### src/common/rtcf_params.svh
`ifndef RTCF_PARAMS_SVH
`define RTCF_PARAMS_SVH
// ==========================================================================
// Bus geometry.
`define RTCF_ADDR_W        17
`define RTCF_DATA_W        8
// ==========================================================================
// Register offsets.
`define RTCF_OFS_FLAGS     17'h1fff0
`define RTCF_OFS_CENT      17'h1fff1
`define RTCF_OFS_AL_SEC    17'h1fff2
`define RTCF_OFS_AL_MIN    17'h1fff3
`define RTCF_OFS_AL_HOUR   17'h1fff4
`define RTCF_OFS_INTR      17'h1fff6
// ==========================================================================
// Reset values.
`define RTCF_RST_ALARM     8'h80
`define RTCF_RST_CENT      8'h00
`define RTCF_RST_INTR      8'h08
`define RTCF_RST_PINS      30'h38000000
// ==========================================================================
// Field positions.
`define RTCF_BIT_DOG       7
`define RTCF_BIT_ALARM     6
`define RTCF_BIT_SUPPLY    5
`define RTCF_BIT_OSC       4
`define RTCF_BIT_CAL       2
`define RTCF_BIT_FREEZE    1
`define RTCF_BIT_HOLD      0
`define RTCF_BIT_DOG_IE    7
`define RTCF_BIT_ALARM_IE  6
`define RTCF_BIT_SUPPLY_IE 5
`define RTCF_BIT_HIGH      3
`define RTCF_BIT_IGNORE    7
`define RTCF_SEC_MASK      8'h7f
`define RTCF_MIN_MASK      8'h7f
`define RTCF_HOUR_MASK     8'h3f
`define RTCF_BCD_MAX       4'h9
// ==========================================================================
// Timing.
`define RTCF_CLK_HZ        200000000
`define RTCF_CAL_HZ        512
`define RTCF_OSC_CHECK_MS  5
`define RTCF_CAL_HALF_CYC  (`RTCF_CLK_HZ / (2 * `RTCF_CAL_HZ))
`define RTCF_OSC_CHECK_CYC ((`RTCF_CLK_HZ / 1000) * `RTCF_OSC_CHECK_MS)
`endif

### src/common/rtcf_pkg.sv
`default_nettype none
package rtcf_pkg;
   // ========================================================================
   // Power-up oscillator check.
   typedef enum logic [0:0] {
      RTCF_CHK_WAIT,
      RTCF_CHK_DONE
   } rtcf_chk_state_t;
   typedef logic [7:0] rtcf_byte_t;
endpackage : rtcf_pkg
`default_nettype wire

### src/verilog/rtcf_sync.sv
`default_nettype none
module rtcf_sync #(
   parameter int               WIDTH   = 1,
   parameter logic [WIDTH-1:0] RST_VAL = '0
) (
   // Clock and reset.
   input  wire logic             clk,
   input  wire logic             rst,
   // Data.
   input  wire logic [WIDTH-1:0] d,
   output logic      [WIDTH-1:0] q
);
   logic [WIDTH-1:0] meta_ff;

   if (WIDTH < 1) begin : g_bad_width
      $error("rtcf_sync: WIDTH must be at least 1");
   end

   always_ff @(posedge clk or posedge rst) begin
      if (rst) begin
         meta_ff <= RST_VAL;
         q       <= RST_VAL;
      end else begin
         meta_ff <= d;
         q       <= meta_ff;
      end
   end
endmodule // rtcf_sync
`default_nettype wire

### src/verilog/rtcf_regs.sv
// What this block does
// - A set ignore bit in the top of an alarm register drops that field from the alarm compare.
// - The centuries register counts in two BCD digits from 0 to 99.
// - A watchdog expiry sets the read-only watchdog flag.
// - A match of every non-ignored alarm field sets the read-only alarm flag.
// - A supply drop reported by the monitor sets the read-only supply flag.
// - Reading the flags register clears the watchdog, alarm and supply flags, which start at 0.
// - After power up the oscillator flag is set if the enabled oscillator has not run within 5 ms.
// - The oscillator flag survives main power cycles and is cleared only by the host writing 0 or by the backup reset.
// - The calibration bit puts a 512 Hz square wave on the interrupt pin and starts at 0.
// - The freeze bit stops time updates and opens the time, alarm and interrupt registers to writes.
// - Dropping the freeze bit after a time change loads a new base time into the counters.
// - The freeze bit is 0 after power up.
// - With the alarm interrupt enabled, a set alarm flag drives the interrupt pin.
// - With the watchdog interrupt enabled, a set watchdog flag drives the interrupt pin.
// - With the supply interrupt enabled, a set supply flag drives the interrupt pin.
// - The polarity bit selects an active-high driven pin or an open-drain active-low pin.
`default_nettype none
`include "rtcf_params.svh"
module rtcf_regs #(
   parameter int unsigned OSC_CHECK_CYC = `RTCF_OSC_CHECK_CYC,
   parameter int unsigned CAL_HALF_CYC  = `RTCF_CAL_HALF_CYC
) (
   // Clock and resets.
   input  wire logic                      clk,
   input  wire logic                      rst,
   input  wire logic                      bat_rst,
   // Host bus pins.
   input  wire logic                      ce_n,
   input  wire logic                      we_n,
   input  wire logic                      oe_n,
   input  wire logic [`RTCF_ADDR_W-1:0]   addr,
   input  wire logic [`RTCF_DATA_W-1:0]   dq_i,
   output logic      [`RTCF_DATA_W-1:0]   dq_o,
   output logic                           dq_oe_n,
   // Timekeeping side.
   input  wire rtcf_pkg::rtcf_byte_t      cur_sec,
   input  wire rtcf_pkg::rtcf_byte_t      cur_min,
   input  wire rtcf_pkg::rtcf_byte_t      cur_hour,
   input  wire logic                      century_tick,
   input  wire logic                      dog_expire,
   input  wire logic                      osc_enable,
   output logic                           freeze,
   output logic                           hold,
   output logic                           load_base,
   // Monitors.
   input  wire logic                      supply_low,
   input  wire logic                      osc_running,
   // Interrupt pin.
   output logic                           int_o,
   output logic                           int_oe_n
);
   import rtcf_pkg::*;

   // =======================================================================
   // Parameter checks.
   if (OSC_CHECK_CYC < 1 || OSC_CHECK_CYC > 32'h00ffffff) begin : g_bad_chk
      $error("rtcf_regs: OSC_CHECK_CYC out of range");
   end
   if (CAL_HALF_CYC < 1 || CAL_HALF_CYC > 32'h00ffffff) begin : g_bad_cal
      $error("rtcf_regs: CAL_HALF_CYC out of range");
   end

   // =======================================================================
   // Pin synchronisers.
   logic [29:0]              pins_q;
   logic                     s_ce_n, s_we_n, s_oe_n, s_supply, s_osc;
   logic [`RTCF_ADDR_W-1:0]  s_addr;
   rtcf_byte_t               s_data;

   rtcf_sync #(.WIDTH(30), .RST_VAL(`RTCF_RST_PINS)) u_sync (
      .clk (clk),
      .rst (rst),
      .d   ({ce_n, we_n, oe_n, addr, dq_i, supply_low, osc_running}),
      .q   (pins_q)
   );
   assign {s_ce_n, s_we_n, s_oe_n, s_addr, s_data, s_supply, s_osc} = pins_q;

   // =======================================================================
   // Bus cycle detection. Writes commit one cycle after the strobe ends,
   // from values captured while it was low, because data hold may be zero.
   logic                     wr_act, rd_act, wr_act_ff, rd_act_ff, wr_end, rd_start, rd_end;
   logic [`RTCF_ADDR_W-1:0]  wr_addr_ff, rd_addr_ff;
   rtcf_byte_t               wr_data_ff;

   assign wr_act   = !s_ce_n && !s_we_n;
   assign rd_act   = !s_ce_n && s_we_n && !s_oe_n;
   assign wr_end   = wr_act_ff && !wr_act;
   assign rd_start = rd_act && !rd_act_ff;
   assign rd_end   = rd_act_ff && !rd_act;

   always_ff @(posedge clk or posedge rst) begin
      if (rst) begin
         wr_act_ff  <= 1'b0;
         rd_act_ff  <= 1'b0;
         wr_addr_ff <= '0;
         wr_data_ff <= '0;
         rd_addr_ff <= '0;
      end else begin
         wr_act_ff <= wr_act;
         rd_act_ff <= rd_act;
         if (wr_act) begin
            wr_addr_ff <= s_addr;
            wr_data_ff <= s_data;
         end
         if (rd_start) begin
            rd_addr_ff <= s_addr;
         end
      end
   end

   // =======================================================================
   // Control registers.
   rtcf_byte_t al_sec_ff, al_min_ff, al_hour_ff, intr_ff, century_ff, cent_hold_ff;
   logic       freeze_ff, hold_ff, cal_ff, changed_ff, load_base_ff;
   logic       wr_flags, wr_open, nxt_freeze;

   assign wr_flags   = wr_end && wr_addr_ff == `RTCF_OFS_FLAGS;
   assign wr_open    = wr_end && freeze_ff;
   assign nxt_freeze = wr_flags ? wr_data_ff[`RTCF_BIT_FREEZE] : freeze_ff;

   always_ff @(posedge clk or posedge rst) begin
      if (rst) begin
         al_sec_ff  <= `RTCF_RST_ALARM;
         al_min_ff  <= `RTCF_RST_ALARM;
         al_hour_ff <= `RTCF_RST_ALARM;
         intr_ff    <= `RTCF_RST_INTR;
         freeze_ff  <= 1'b0;
         hold_ff    <= 1'b0;
         cal_ff     <= 1'b0;
      end else begin
         if (wr_open && wr_addr_ff == `RTCF_OFS_AL_SEC) al_sec_ff <= wr_data_ff;
         if (wr_open && wr_addr_ff == `RTCF_OFS_AL_MIN) al_min_ff <= wr_data_ff;
         if (wr_open && wr_addr_ff == `RTCF_OFS_AL_HOUR) al_hour_ff <= wr_data_ff;
         if (wr_open && wr_addr_ff == `RTCF_OFS_INTR) intr_ff <= wr_data_ff;
         if (wr_flags) begin
            freeze_ff <= wr_data_ff[`RTCF_BIT_FREEZE];
            hold_ff   <= wr_data_ff[`RTCF_BIT_HOLD];
            cal_ff    <= wr_data_ff[`RTCF_BIT_CAL];
         end
      end
   end

   // =======================================================================
   // Centuries counter, holding copy and new-base handoff.
   function automatic rtcf_byte_t bcd_inc(input rtcf_byte_t v);
      rtcf_byte_t r;
      r = v;
      if (v[3:0] >= `RTCF_BCD_MAX) begin
         r[3:0] = 4'h0;
         r[7:4] = (v[7:4] >= `RTCF_BCD_MAX) ? 4'h0 : v[7:4] + 4'h1;
      end else begin
         r[3:0] = v[3:0] + 4'h1;
      end
      return r;
   endfunction

   always_ff @(posedge clk or posedge rst) begin
      if (rst) begin
         century_ff   <= `RTCF_RST_CENT;
         cent_hold_ff <= `RTCF_RST_CENT;
         changed_ff   <= 1'b0;
         load_base_ff <= 1'b0;
      end else begin
         if (wr_open && wr_addr_ff == `RTCF_OFS_CENT) begin
            century_ff <= wr_data_ff;
         end else if (century_tick && !freeze_ff) begin
            century_ff <= bcd_inc(century_ff);
         end
         if (!hold_ff) begin
            cent_hold_ff <= century_ff;
         end
         load_base_ff <= freeze_ff && !nxt_freeze && changed_ff;
         if (freeze_ff && !nxt_freeze) begin
            changed_ff <= 1'b0;
         end else if (wr_open && wr_addr_ff == `RTCF_OFS_CENT) begin
            changed_ff <= 1'b1;
         end
      end
   end

   // =======================================================================
   // Event flags. A set in the cycle of a read-clear wins, so no event is lost.
   logic match, match_ff, supply_ff, flags_clr;
   logic dog_timeout_flag_ff, alarm_hit_flag_ff, supply_drop_flag_ff, osc_stopped_flag_ff;

   assign match = (al_sec_ff[`RTCF_BIT_IGNORE]
                   || (cur_sec & `RTCF_SEC_MASK) == (al_sec_ff & `RTCF_SEC_MASK))
               && (al_min_ff[`RTCF_BIT_IGNORE]
                   || (cur_min & `RTCF_MIN_MASK) == (al_min_ff & `RTCF_MIN_MASK))
               && (al_hour_ff[`RTCF_BIT_IGNORE]
                   || (cur_hour & `RTCF_HOUR_MASK) == (al_hour_ff & `RTCF_HOUR_MASK));
   assign flags_clr = rd_end && rd_addr_ff == `RTCF_OFS_FLAGS;

   always_ff @(posedge clk or posedge rst) begin
      if (rst) begin
         // Match history starts high, so the all-ignored alarm after power up is not a fresh match.
         match_ff            <= 1'b1;
         supply_ff           <= 1'b0;
         dog_timeout_flag_ff <= 1'b0;
         alarm_hit_flag_ff   <= 1'b0;
         supply_drop_flag_ff <= 1'b0;
      end else begin
         match_ff  <= match;
         supply_ff <= s_supply;
         if (dog_expire) dog_timeout_flag_ff <= 1'b1;
         else if (flags_clr) dog_timeout_flag_ff <= 1'b0;
         if (match && !match_ff) alarm_hit_flag_ff <= 1'b1;
         else if (flags_clr) alarm_hit_flag_ff <= 1'b0;
         if (s_supply && !supply_ff) supply_drop_flag_ff <= 1'b1;
         else if (flags_clr) supply_drop_flag_ff <= 1'b0;
      end
   end

   // =======================================================================
   // Oscillator check. The flag sits on the backup reset so a main power
   // cycle does not wipe it.
   rtcf_chk_state_t chk_state_ff;
   logic [23:0]     chk_cnt_ff;
   logic            seen_run_ff, chk_fail;

   assign chk_fail = chk_state_ff == RTCF_CHK_WAIT && chk_cnt_ff == 24'(OSC_CHECK_CYC - 1)
                     && osc_enable && !seen_run_ff && !s_osc;

   always_ff @(posedge clk or posedge rst) begin
      if (rst) begin
         chk_state_ff <= RTCF_CHK_WAIT;
         chk_cnt_ff   <= '0;
         seen_run_ff  <= 1'b0;
      end else begin
         case (chk_state_ff)
            RTCF_CHK_WAIT: begin
               seen_run_ff <= seen_run_ff || s_osc;
               chk_cnt_ff  <= chk_cnt_ff + 24'h000001;
               if (chk_cnt_ff == 24'(OSC_CHECK_CYC - 1)) chk_state_ff <= RTCF_CHK_DONE;
            end
            RTCF_CHK_DONE: chk_state_ff <= RTCF_CHK_DONE;
            default:       chk_state_ff <= RTCF_CHK_WAIT;
         endcase
      end
   end

   always_ff @(posedge clk or posedge bat_rst) begin
      if (bat_rst) begin
         osc_stopped_flag_ff <= 1'b0;
      end else if (chk_fail) begin
         osc_stopped_flag_ff <= 1'b1;
      end else if (wr_flags && !wr_data_ff[`RTCF_BIT_OSC]) begin
         osc_stopped_flag_ff <= 1'b0;
      end
   end

   // =======================================================================
   // Read data path.
   rtcf_byte_t rd_mux, dq_o_ff;
   logic       dq_oe_n_ff, rtc_hit;

   assign rtc_hit = s_addr >= `RTCF_OFS_FLAGS && s_addr <= `RTCF_OFS_AL_HOUR || s_addr == `RTCF_OFS_INTR;

   always_comb begin
      rd_mux = '0;
      case (s_addr)
         `RTCF_OFS_FLAGS:   rd_mux = {dog_timeout_flag_ff, alarm_hit_flag_ff, supply_drop_flag_ff,
                                      osc_stopped_flag_ff, 1'b0, cal_ff, freeze_ff, hold_ff};
         `RTCF_OFS_CENT:    rd_mux = cent_hold_ff;
         `RTCF_OFS_AL_SEC:  rd_mux = al_sec_ff;
         `RTCF_OFS_AL_MIN:  rd_mux = al_min_ff;
         `RTCF_OFS_AL_HOUR: rd_mux = al_hour_ff;
         `RTCF_OFS_INTR:    rd_mux = intr_ff;
         default:           rd_mux = '0;
      endcase
   end

   always_ff @(posedge clk or posedge rst) begin
      if (rst) begin
         dq_o_ff    <= '0;
         dq_oe_n_ff <= 1'b1;
      end else begin
         if (rd_start) dq_o_ff <= rd_mux;
         dq_oe_n_ff <= !(rd_act && (rd_start ? rtc_hit : !dq_oe_n_ff));
      end
   end

   // =======================================================================
   // Interrupt pin. Calibration mode overrides event signalling entirely.
   logic       irq, int_o_ff, int_oe_n_ff, cal_wave_ff;
   logic [23:0] cal_cnt_ff;

   assign irq = (intr_ff[`RTCF_BIT_ALARM_IE] && alarm_hit_flag_ff)
             || (intr_ff[`RTCF_BIT_DOG_IE] && dog_timeout_flag_ff)
             || (intr_ff[`RTCF_BIT_SUPPLY_IE] && supply_drop_flag_ff);

   always_ff @(posedge clk or posedge rst) begin
      if (rst) begin
         cal_cnt_ff  <= '0;
         cal_wave_ff <= 1'b0;
         int_o_ff    <= 1'b0;
         int_oe_n_ff <= 1'b1;
      end else begin
         if (!cal_ff || cal_cnt_ff == 24'(CAL_HALF_CYC - 1)) cal_cnt_ff <= '0;
         else cal_cnt_ff <= cal_cnt_ff + 24'h000001;
         if (!cal_ff) cal_wave_ff <= 1'b0;
         else if (cal_cnt_ff == 24'(CAL_HALF_CYC - 1)) cal_wave_ff <= !cal_wave_ff;
         if (cal_ff) begin
            int_o_ff    <= cal_wave_ff;
            int_oe_n_ff <= 1'b0;
         end else if (intr_ff[`RTCF_BIT_HIGH]) begin
            int_o_ff    <= irq;
            int_oe_n_ff <= 1'b0;
         end else begin
            int_o_ff    <= 1'b0;
            int_oe_n_ff <= !irq;
         end
      end
   end

   assign dq_o      = dq_o_ff;
   assign dq_oe_n   = dq_oe_n_ff;
   assign freeze    = freeze_ff;
   assign hold      = hold_ff;
   assign load_base = load_base_ff;
   assign int_o     = int_o_ff;
   assign int_oe_n  = int_oe_n_ff;
endmodule // rtcf_regs
`default_nettype wire

### config.mk
export PLATFORM = sky130hd
export DESIGN_NAME = rtcf_regs
export DESIGN_NICKNAME = d
export VERILOG_FILES = /design/src/common/rtcf_pkg.sv /design/src/verilog/rtcf_sync.sv /design/src/verilog/rtcf_regs.sv
export VERILOG_INCLUDE_DIRS = /design/src /design/src/common
export SDC_FILE = /design/constraint.sdc
export NUM_CORES = 1
export LEC_CHECK = 0
export BUFFER_PORTS_ARGS = -buffer_cell sky130_fd_sc_hd__clkbuf_2
export CAP_MARGIN = 5
export CORE_MARGIN = 2
export CORE_UTILIZATION = 40
export DETAILED_ROUTE_END_ITERATION = 16
export PLACE_DENSITY = 0.66
export SETUP_SLACK_MARGIN = 0.5
export SLEW_MARGIN = 20
export SYNTH_ARGS = -nofsm -noshare
export SYNTH_HDL_FRONTEND = slang
export SYNTH_HIERARCHICAL = 1
export SYNTH_SLANG_ARGS = --single-unit
### constraint.sdc
create_clock -name clk -period 10.4 [get_ports clk]
set_input_delay 0.52 -clock clk [delete_from_list [all_inputs] [get_ports clk]]
set_output_delay 0.52 -clock clk [all_outputs]
set_load 0.02 [all_outputs]
==> flow_summary_export.csv, run 1 <==
group,metric,value,unit
run_status,outcome,"completed",
final_layout,syn_to_final_growth,15.79,%
setup_path,crit_fanout,28,
final_layout,drive_gt1_share,29.18,%
worst_hold_path,hp-start,"ce_n",
synth,synth.most_common_cell,"dfrtp_1",
setup_path,start_kind,"flip-flop",
floorplanning,ios,74,
synth,yosysWarnings,6,
synth,synthTopCellsByCount,"212 x dfrtp_1, 92 x mux2_2, 42 x nand2_1",
synth,synth_edf_count,0,
clock_network,path_clk_slew,0.06,ns
route,drc,0,
timing,rsz0062_at_grt,"no",
synth,syn_area,9281,um2
timing,slew_headroom,37.47,%
setup_path,worstPathArrival,2.63,ns
synth,ys_types,64,
clock_network,post_cts_buffers,0,
synth,synth_top_area_share,57.16,%
global_route,gr-total-overflow,0,
global_route,grt_usage,15.71,%
route,vias_per_cell,5.198,
setup_path,cp-end-kind,"flip-flop",
clock_network,insertion_delay,0.54,ns
timing,finalMaxSlewViolations,0,
power,powerDensity,192.0,nW/um2
synth,synth.net_count,772,
final_layout,nets,852,
floorplanning,die_w,156.3,um
power,p_leak,4.768,nW
worst_hold_path,holdPathEnd,"u_sync/meta_ff[29]",
clock_network,cts_resized,0,
route,vias,5650,
route,firstDrtPassIters,4,
timing,fin_skew,0.03607,ns
setup_path,r2r_cells,4,
synth,syn_inst,704,
flow_run,timing.max_cap.violations,0,
timing,timing.final.crit_share,21.26,%
clock_network,ctsHoldBuffers,1,
clock_network,cts_buffer_depth,3,
route,ant_nets,0,
synth,yosysTopAreaCell,"dfrtp_1",
clock_network,cts.sinks,225,
floorplanning,die_h,156.3,um
synth,synth_seq_cells,225,
setup_path,crit_required,10.82,ns
setup_path,r2r_end,"al_hour_ff[2]",
clock_network,cts_buffers,24,
power,power,2.063,mW
clock_network,root_buffer,"clkbuf_16",
synth,async_flop_share,100.0,%
global_route,grt_first_pass_wirelength,30.40,mm
worst_hold_path,hp-class,"input port to flip-flop",
synth,yosys-top-cells-area,"dfrtp_1 57%, mux2_2 11%, dfstp_2 3.7%",
final_layout,insertedDiodeCount,0,
setup_path,worst-setup-path-type,"flip-flop to flip-flop",
timing,setup_viol_count_final,0,
route,wl,18.46,mm
clock_network,h-tree-depth,1,
place,dp_hpwl,12.58,mm
timing,worst_pin_slew,0.9379,ns
power,vdd_drop_max,143.9,uV
global_route,grt_pass1_vias,5711,
setup_path,rr_startpoint,"u_sync/q[28]",
synth,syn_area_per_cell,13.18,um2
route,routedWlPerCell,16.98,um
floorplanning,die-area,24440,um2
floorplanning,rows,55,
floorplanning,coreArea,22710,um2
timing,finalWorstPathRequiredPeriod,2.211,ns
route,dr.first_iter.drc_count,336,
timing,fmax,0.4522,GHz
setup_path,rrSetupSlack,8.19,ns
synth,seq_area_frac_synth,60.84,%
worst_hold_path,min_path_cells,1,
global_route,grt_max_degree,90,
floorplanning,initial_core_util,40.87,%
place,place.port_buffers,69,
clock_network,cts_tree,"yes",
synth,synth_top_flop_cell,"dfrtp_1",
timing,finalHoldViolCount,0,
final_layout,num-fill-cells,2041,
timing,tns,0,ns
global_route,grt_antenna_before_repair,0,
place,gp_congestion,0.8132,
## sequential cells by signal (all words and copies together), names as in the netlist, 8 cells and up
signal	cells
u_sync/meta_ff	30
dq_o	8
rd_addr_ff	17
al_hour_ff	8
cal_cnt_ff	24
al_min_ff	8
wr_addr_ff	17
chk_cnt_ff	24
al_sec_ff	8
u_sync/q	30
cent_hold_ff	8
intr_ff	8
century_ff	8
wr_data_ff	8
## report_power, final
group	switching, mW	internal (mW)	leakage (nW)
registers	0.0638	0.946	2.82
logic	0.0819	0.0896	1.55
clock network	0.348	0.533	0.403
## metal layers
| metal | global-route usage (%) | vias up | wire length, um |
|---|---|---|---|
| li1 | - | 2691 | - |
| met1 | 22.93 | 2796 | 8977 |
| met2 | 24.17 | 122 | 8129 |
| met3 | 2.714 | 41 | 860 |
| met4 | 4.675 | 0 | 494 |
| met5 | 0 | - | 0 |
## kinds of logic (layout without fill, tap and decap cells)
family,count (synthesis),after routing,synth area share [%]
muxes,109,109,13.26
buffers and inverters,38,136,1.968
AOI/OAI and AO/OA,79,79,5.217
adders and majority gates,8,8,1.079
and+or+nand+nor,190,190,12.44
DFF,225,225,60.84
xor gates and xnor gates,55,55,5.190
## worst max-delay path: stages, from the launching register on
cell	delay, ns
dfstp_2	0.55
nor2_4	0.15
nor4_4	0.45
and4b_1	0.54
mux2_2	0.39
## final cells by class
cell class	count	area (um2)	share of cell area (%)
clock buffer	35	681.9	6.345
multi-input combinational	441	3452	32.12
clock inverter	9	151.4	1.409
tap	285	356.6	3.318
sequential	225	5647	52.54
inverter	18	72.57	0.6753
timing repair buffer	74	385.4	3.586
## placed cells by master, fill, tap and decap left out, types with 3 or more instances in the layout
| cell | count |
|---|---|
| o21ai_0 | 26 |
| nand4bb_1 | 3 |
| inv_1 | 16 |
| o31ai_1 | 4 |
| clkbuf_16 | 24 |
| nand3_1 | 14 |
| clkbuf_1 | 7 |
| a21oi_1 | 18 |
| clkbuf_2 | 69 |
| clkbuf_8 | 4 |
| nand4_2 | 3 |
| dfrtp_1 | 212 |
| and3_1 | 3 |
| clkinv_2 | 3 |
| and4_1 | 7 |
| nor2_1 | 26 |
| xnor2_1 | 24 |
| mux2i_1 | 15 |
| or3_1 | 7 |
| nor3_1 | 10 |
| nor4b_1 | 6 |
| nand2b_1 | 5 |
| xor2_1 | 31 |
| nor4_1 | 12 |
| nand3b_1 | 4 |
| buf_4 | 4 |
| o22ai_1 | 8 |
| or4_1 | 4 |
| o21ai_1 | 3 |
| ha_1 | 8 |
| nand2_1 | 42 |
| bufinv_16 | 3 |
| dfstp_2 | 13 |
| nand4_1 | 22 |
| mux2_2 | 92 |
## worst max path at each step
| stage | start | end | slack [ns] |
|---|---|---|---|
| 3_5_place_dp | rst | wr_data_ff[0] | 8.08 |
| 3_3_place_gp | rst | wr_data_ff[5] | 8.07 |
| 5_1_grt | u_sync/q[28] | al_hour_ff[2] | 8.03 |
| 6_report | u_sync/q[28] | al_hour_ff[2] | 8.19 |
| 4_1_cts | u_sync/q[28] | al_hour_ff[2] | 8.17 |
| 2_1_floorplan | rst | al_hour_ff[0] | 5.46 |
## per-stage QoR
step           setup slack [ns]  utilization (%)  hold slack [ns]  instances  cell area [um2]
3_3_place_gp              8.069            43.61           0.3328       1042             9903
4_1_cts                   8.169            47.32          0.04225       1087            10750
2_1_floorplan             5.458                -           0.2487        704             9281
5_1_grt                   8.031            47.32          0.04201       1087            10750
6_report                  8.189            47.32          0.05886       1087            10750
3_5_place_dp              8.080            43.61           0.3347       1042             9903
(Power assumes the default switching activity.)
==> inputs of run 2 (changes only) <==
==> constraint.sdc (replaced) <==
create_clock -name clk -period 2.1 [get_ports clk]
set_input_delay 0.105 -clock clk [delete_from_list [all_inputs] [get_ports clk]]
set_output_delay 0.105 -clock clk [all_outputs]
set_load 0.02 [all_outputs]
==> run 2 against run 1 <==
- global-route usage is 1.7 points higher
- first-iteration DRC count is 18% lower
- critical path depth is 2 higher
- core utilization is 7.8 points higher
- critical endpoint is now intr_ff[0]
- largest cell class unchanged
- largest power group unchanged
==> flow_summary_export.csv, run 2 (same netlist as run 1, synthesis figures left out) <==
group,metric,value,unit
global_route,grt_pass1_vias,6352,
final_layout,reg_top3,"u_sync/meta_ff (30), u_sync/q (30)",
final_layout,ff_latch_area,5653,um2
power,p_leak,5.550,nW
clock_network,cts_buffers,25,
power,vdd_drop_max,655.3,uV
setup_path,worst-setup-path-type,"flip-flop to flip-flop",
clock_network,cts_buffer_depth,3,
timing,finalMaxSlewViolations,0,
floorplanning,ios,74,
place,detailed_place.area,10140,um2
final_layout,num-fill-cells,1852,
worst_hold_path,min_path_cells,3,
final_layout,drive_gt1_share,44.14,%
power,p_seq_share,46.2,%
floorplanning,rows,55,
clock_network,h-tree-depth,1,
clock_network,path_clk_slew,0.06,ns
clock_network,root_buffer,"clkbuf_16",
place,dp_hpwl,13.07,mm
setup_path,rr_startpoint,"wr_addr_ff[3]",
floorplanning,die_w,156.3,um
setup_path,crit_fanout,8,
global_route,grt_usage,17.39,%
final_layout,final_util,55.15,%
run_status,outcome,"completed",
final_layout,insertedDiodeCount,0,
global_route,grt_max_degree,43,
route,routedWlPerCell,17.79,um
clock_network,cts.sinks,225,
power,power,10.85,mW
setup_path,crit_required,2.53,ns
floorplanning,initial_core_util,40.87,%
worst_hold_path,hp-start,"osc_enable",
clock_network,insertion_delay,0.54,ns
floorplanning,die_h,156.3,um
place,place.port_buffers,69,
timing,fmax,0.5475,GHz
route,vias,6247,
timing,slew_headroom,56.64,%
setup_path,start_kind,"flip-flop",
setup_path,rrSetupSlack,0.27,ns
route,drc,0,
floorplanning,coreArea,22710,um2
flow_run,timing.max_cap.violations,0,
place,gp_congestion,0.7801,
place,placed_cells,1056,
timing,finalWorstPathRequiredPeriod,1.827,ns
setup_path,cp-end-kind,"flip-flop",
power,powerDensity,866.4,nW/um2
worst_hold_path,holdPathEnd,"osc_stopped_flag_ff",
clock_network,cts_tree,"yes",
timing,timing.final.crit_share,86.98,%
global_route,grt_antenna_before_repair,0,
setup_path,r2r_cells,6,
final_layout,nets,962,
route,dr.first_iter.drc_count,276,
timing,fin_skew,0.02208,ns
timing,worst_pin_slew,0.6490,ns
route,ant_nets,0,
power,p_comb_share,12.0,%
route,wl,21.32,mm
timing,tns,0,ns
final_layout,multi_input_area,4080,um2
setup_path,r2r_end,"intr_ff[0]",
timing,rsz0062_at_grt,"yes",
route,firstDrtPassIters,4,
final_layout,final_cells,1198,
final_layout,layout_commonest_cell,"dfrtp_1",
power,netSwitchingPower,2.765,mW
final_layout,final_area,12520,um2
final_layout,syn_to_final_growth,34.94,%
floorplanning,die-area,24440,um2
final_layout,most-common-layout-cells,"207 x dfrtp_1, 75 x mux2_2, 69 x clkbuf_2",
power,p_int,8.087,mW
route,vias_per_cell,5.215,
setup_path,worstPathArrival,2.26,ns
power,p_sw_share,25.48,%
timing,finalHoldViolCount,0,
global_route,grt_first_pass_wirelength,33.79,mm
timing,setup_viol_count_final,0,
worst_hold_path,hp-class,"input port to flip-flop",
power,clkPwrFrac,41.8,%
global_route,gr-total-overflow,0,
==> run 2: changes by cell type in the layout (fill, tap and decap cells not counted), moves of 9 or more <==
cell,before,now
nor2_4,1,11
a21oi_1,18,5
nor4_1,12,2
dlygate4sd3_1,1,35
buf_6,0,10
buf_12,0,9
nor2_1,26,11
mux2_2,92,75
a21oi_2,0,13
mux2_4,0,17
buf_4,4,55
==> run 2: layout make-up <==
| cell class | instances | area share (%) |
|---|---|---|
| clock buffers | 28 | 5.245 |
| clock inverters | 18 | 1.658 |
| inverters | 18 | 0.5694 |
| multi-input cells | 441 | 32.58 |
| flip-flops and latches | 225 | 45.13 |
| well taps | 285 | 2.847 |
| repair buffers | 183 | 11.97 |
==> run 2: worst max-delay path, stage by stage, from the launching register on <==
cell and delay [ns]:
dfrtp_1 0.38, nand4b_1 0.21, buf_4 0.17, nor4_4 0.19
buf_4 0.20, nand4_4 0.21, mux2_4 0.36
==> run 2: timing repair <==
action	4_1_cts	5_1_grt
endpoints found under the setup margin	110	116
cloned	4	2
endpoints found under the hold margin	89	0
pin swaps	32	33
hold buffers	35	0
resized for setup	81	77
buffers inserted	40	15
==> run 2: power groups by stage <==
stage,combinational [mW],clock [mW],sequential (mW)
6_report,1.30,4.53,5.02
4_1_cts,1.21,4.62,5.01
2_1_floorplan,0.694,0,4.94
5_1_grt,1.45,4.81,5.06
3_5_place_dp,0.903,0,5.07
3_3_place_gp,0.875,0,5.07
==> run 2: worst max-delay path by stage <==
stage                              from       endpoint  cells past startpoint
after floorplan                     rst  al_hour_ff[0]                      1
after global placement    wr_addr_ff[3]  al_hour_ff[1]                      5
after detailed placement  wr_addr_ff[3]  al_hour_ff[2]                      5
after CTS                 wr_addr_ff[3]     intr_ff[2]                      6
after global routing      wr_addr_ff[3]     intr_ff[0]                      6
final                     wr_addr_ff[3]     intr_ff[0]                      6
==> run 2: per-stage QoR <==
stage          hold slack [ns]  setup WS, ns
3_5_place_dp          -0.05090        0.2170
5_1_grt                0.03255        0.1999
2_1_floorplan          -0.1663      -0.08408
4_1_cts                0.01179        0.2948
6_report               0.02450        0.2735
3_3_place_gp          -0.04560        0.2459
==> run 2: metal layers <==
metal | vias up | GRT usage [%] | share of wire (%)
li1 | 2920 | - | -
met1 | 3181 | 24.06 | 45
met2 | 116 | 28.89 | 49
met3 | 30 | 2.908 | 3.6
met4 | 0 | 3.976 | 1.8
met5 | - | 0 | 0
==> inputs of run 3 (changes only) <==
--- a/config.mk
+++ b/config.mk
@@ -6,6 +6,7 @@
 export SDC_FILE = /design/constraint.sdc
 export NUM_CORES = 1
 export LEC_CHECK = 0
+export ABC_AREA = 1
 export BUFFER_PORTS_ARGS = -buffer_cell sky130_fd_sc_hd__clkbuf_2
 export CAP_MARGIN = 5
 export CORE_MARGIN = 2
==> run 3 against run 2 <==
- flip-flop and latch count is the same
- worst setup slack improved by 0.077 ns
- first-iteration DRC count rose by 87%
- combinational power is 31% lower
- clock skew shrank 0.0086 ns
- sequential power decreased by 2%
- clock power down 7.9%
- highest routed layer unchanged
- synthesized cell count up 58%
- critical path type unchanged
- register-to-register slack better by 0.08 ns
- hold slack improved by 0.0027 ns
- via count up 29%
==> flow_summary_export.csv, run 3 <==
group,metric,value,unit
clock_network,path_clk_slew,0.06,ns
final_layout,most-common-layout-cells,"282 x nand2_1, 207 x dfrtp_1, 137 x inv_1",
power,p_leak,6.408,nW
worst_hold_path,hp-class,"input port to flip-flop",
global_route,grt_max_degree,69,
synth,synthTopCellsByCount,"301 x nand2_1, 212 x dfrtp_1, 145 x inv_1",
timing,timing.final.crit_share,83.31,%
final_layout,syn_to_final_growth,32.81,%
setup_path,cp-end-kind,"flip-flop",
clock_network,cts_tree,"yes",
synth,seq_area_frac_synth,56.77,%
power,p_comb_share,9.0,%
synth,syn_inst,1112,
route,drc,0,
synth,synth_edf_count,0,
synth,syn_area_per_cell,8.944,um2
route,wl,24.49,mm
global_route,use_met1,25.52,%
final_layout,final_cells,1643,
route,dr.first_iter.drc_count,515,
synth,synth_seq_cells,225,
final_layout,insertedDiodeCount,0,
floorplanning,initial_core_util,40.78,%
synth,synth.most_common_cell,"nand2_1",
final_layout,layout_commonest_cell,"nand2_1",
setup_path,cp_slowest_cell,"dfrtp_1",
route,vias_per_cell,4.919,
clock_network,cts_buffer_depth,3,
timing,setup_ws,0.3506,ns
power,netSwitchingPower,2.495,mW
setup_path,worst-setup-path-type,"flip-flop to flip-flop",
place,placed_cells,1493,
final_layout,reg_top3,"u_sync/meta_ff (30), u_sync/q (30)",
power,vdd_drop_max,795.5,uV
global_route,grt_usage,17.13,%
clock_network,cts.sinks,225,
power,p_seq_share,49.1,%
global_route,grt_util_met2,25.49,%
place,pre_cts_ws,0.3080,ns
power,p_int,7.469,mW
setup_path,crit_top_cell,"nand2_1",
setup_path,worstPathArrival,2.21,ns
place,gp_congestion,0.8473,
setup_path,critPathMaxStageDelay,0.40,ns
global_route,grt_first_pass_wirelength,36.27,mm
clock_network,insertion_delay,0.53,ns
synth,yosys-top-cells-area,"dfrtp_1 53%, nand2_1 11%, inv_1 5.5%",
setup_path,crit_fanout,4,
global_route,top_usage_layer,"met1",
synth,yosysWarnings,6,
power,powerDensity,754.4,nW/um2
timing,worst_pin_slew,0.6168,ns
floorplanning,coreArea,24390,um2
synth,ys_types,37,
timing,rsz0062_at_grt,"yes",
timing,finalHoldViolCount,0,
floorplanning,die_w,161.7,um
run_status,outcome,"completed",
route,ant_nets,0,
synth,synth.net_count,1180,
setup_path,crit_chain,"nand2_2 > nor2_4 > buf_4 > nand2_1 > nor2_4 > nand2_1 > o21ai_1 > inv_1 > nand2_1 > nand2_1 > nand2_1",
clock_network,root_buffer,"clkbuf_16",
power,p_sw_share,25.04,%
synth,syn_area,9946,um2
synth,yosysTopAreaCell,"dfrtp_1",
synth,async_flop_share,100.0,%
floorplanning,die_h,161.7,um
flow_run,timing.max_cap.violations,0,
timing,tns,0,ns
final_layout,final_util,54.16,%
global_route,grt_pass1_vias,7307,
setup_path,crit_required,2.56,ns
clock_network,cts_buffers,25,
setup_path,start_kind,"flip-flop",
timing,setup_viol_count_final,0,
place,place.port_buffers,69,
route,vias,8082,
synth,synth_top_area_share,53.34,%
power,clkPwrFrac,41.8,%
global_route,gr-total-overflow,0,
final_layout,nets,1368,
power,power,9.964,mW
route,routedWlPerCell,14.91,um
timing,fmax,0.5716,GHz
global_route,met3_usage,2.809,%
timing,finalMaxSlewViolations,0,
clock_network,h-tree-depth,1,
floorplanning,rows,57,
final_layout,drive_gt1_share,25.25,%
global_route,grt_antenna_before_repair,0,
timing,finalWorstPathRequiredPeriod,1.749,ns
synth,synth_top_flop_cell,"dfrtp_1",
timing,slew_headroom,58.82,%
floorplanning,die-area,26140,um2
timing,fin_skew,0.01347,ns
place,dp_hpwl,15.11,mm
floorplanning,ios,74,
route,firstDrtPassIters,5,
run 3: cell count changes in the layout (fill, tap and decap cells not counted), sizes merged, moves of 10 or more:
| cell | previous run | this run |
|---|---|---|
| a21oi | 18 | 4 |
| clkbuf | 98 | 108 |
| inv | 19 | 146 |
| mux2 | 92 | 0 |
| mux2i | 15 | 0 |
| nand2 | 42 | 317 |
| nand3 | 15 | 78 |
| nor2 | 27 | 93 |
| nor3 | 11 | 26 |
| o21ai | 29 | 82 |
run 3: worst paths after layout:
kind                               startpoint       endpoint  slack (ns)  cells past startpoint
max                              u_sync/q[17]        dq_o[5]        0.35                     11
min                                cur_min[4]       match_ff        0.03                      5
max reg2reg                      u_sync/q[17]        dq_o[5]        0.35                     11
min reg2reg                u_sync/meta_ff[29]   u_sync/q[29]        0.35                      0
max in group asynchronous                 rst  al_hour_ff[7]        1.14                      4
min in group asynchronous                 rst  wr_data_ff[4]        0.19                      3
run 3: layout make-up:
type	instances	area (um2)
clock buffers	37	710.7
clock inverters	9	77.57
fillers	2124	11180
inverters	146	558.0
multi-input cells	721	4225
flip-flops and latches	225	5653
well taps	324	405.4
repair buffers	179	1564
repair inverters	2	15.01
run 3: kinds of logic after synthesis:
family                   Yosys count  synth area share [%]
AND/OR/NAND/NOR                  557                 25.07
flip-flops                       225                 56.77
buffers and inverters            171                 7.083
AO/OA/AOI/OAI                     95                 5.133
XOR/XNOR                          56                 4.931
adder cells (fa/ha/maj)            8                 1.006
run 3: stage by stage:
| step | hold slack [ns] | area (um2) |
|---|---|---|
| 2_1_floorplan | -0.1663 | 9950 |
| 5_1_grt | 0.05409 | 13210 |
| 3_5_place_dp | -0.03952 | 10720 |
| 3_3_place_gp | -0.04320 | 10720 |
| 6_report | 0.02720 | 13210 |
| 4_1_cts | 0.01647 | 12270 |
run 3: worst max-delay path: cells and delay by family, from the launching register on:
kind / cells / cell delay [ns]
AND/OR/NAND/NOR: 8 / 0.90
flip-flops: 1 / 0.40
AO/OA/AOI/OAI: 1 / 0.20
buffers and inverters: 2 / 0.18
run 3: power groups by stage:
stage	Sequential, mW	Combinational (mW)	Clock, mW
finish	4.90	0.899	4.17
global route	4.92	1.01	4.44
CTS	4.87	0.832	4.25
detailed placement	4.94	0.755	0
global placement	4.94	0.728	0
floorplan	4.87	0.533	0
run 3: what timing repair did:
action,in CTS,in global routing
setup endpoints to repair,113,112
resized for setup,34,142
cloned,4,9
setup buffers,22,34
pin swaps,12,53
hold buffers,35,0
hold endpoints to repair,76,0
run 3: metal layers:
metal	vias to the layer above	wire, um
li1	3906	-
met1	3838	11000
met2	280	10960
met3	58	1746
met4	0	790
met5	-	0
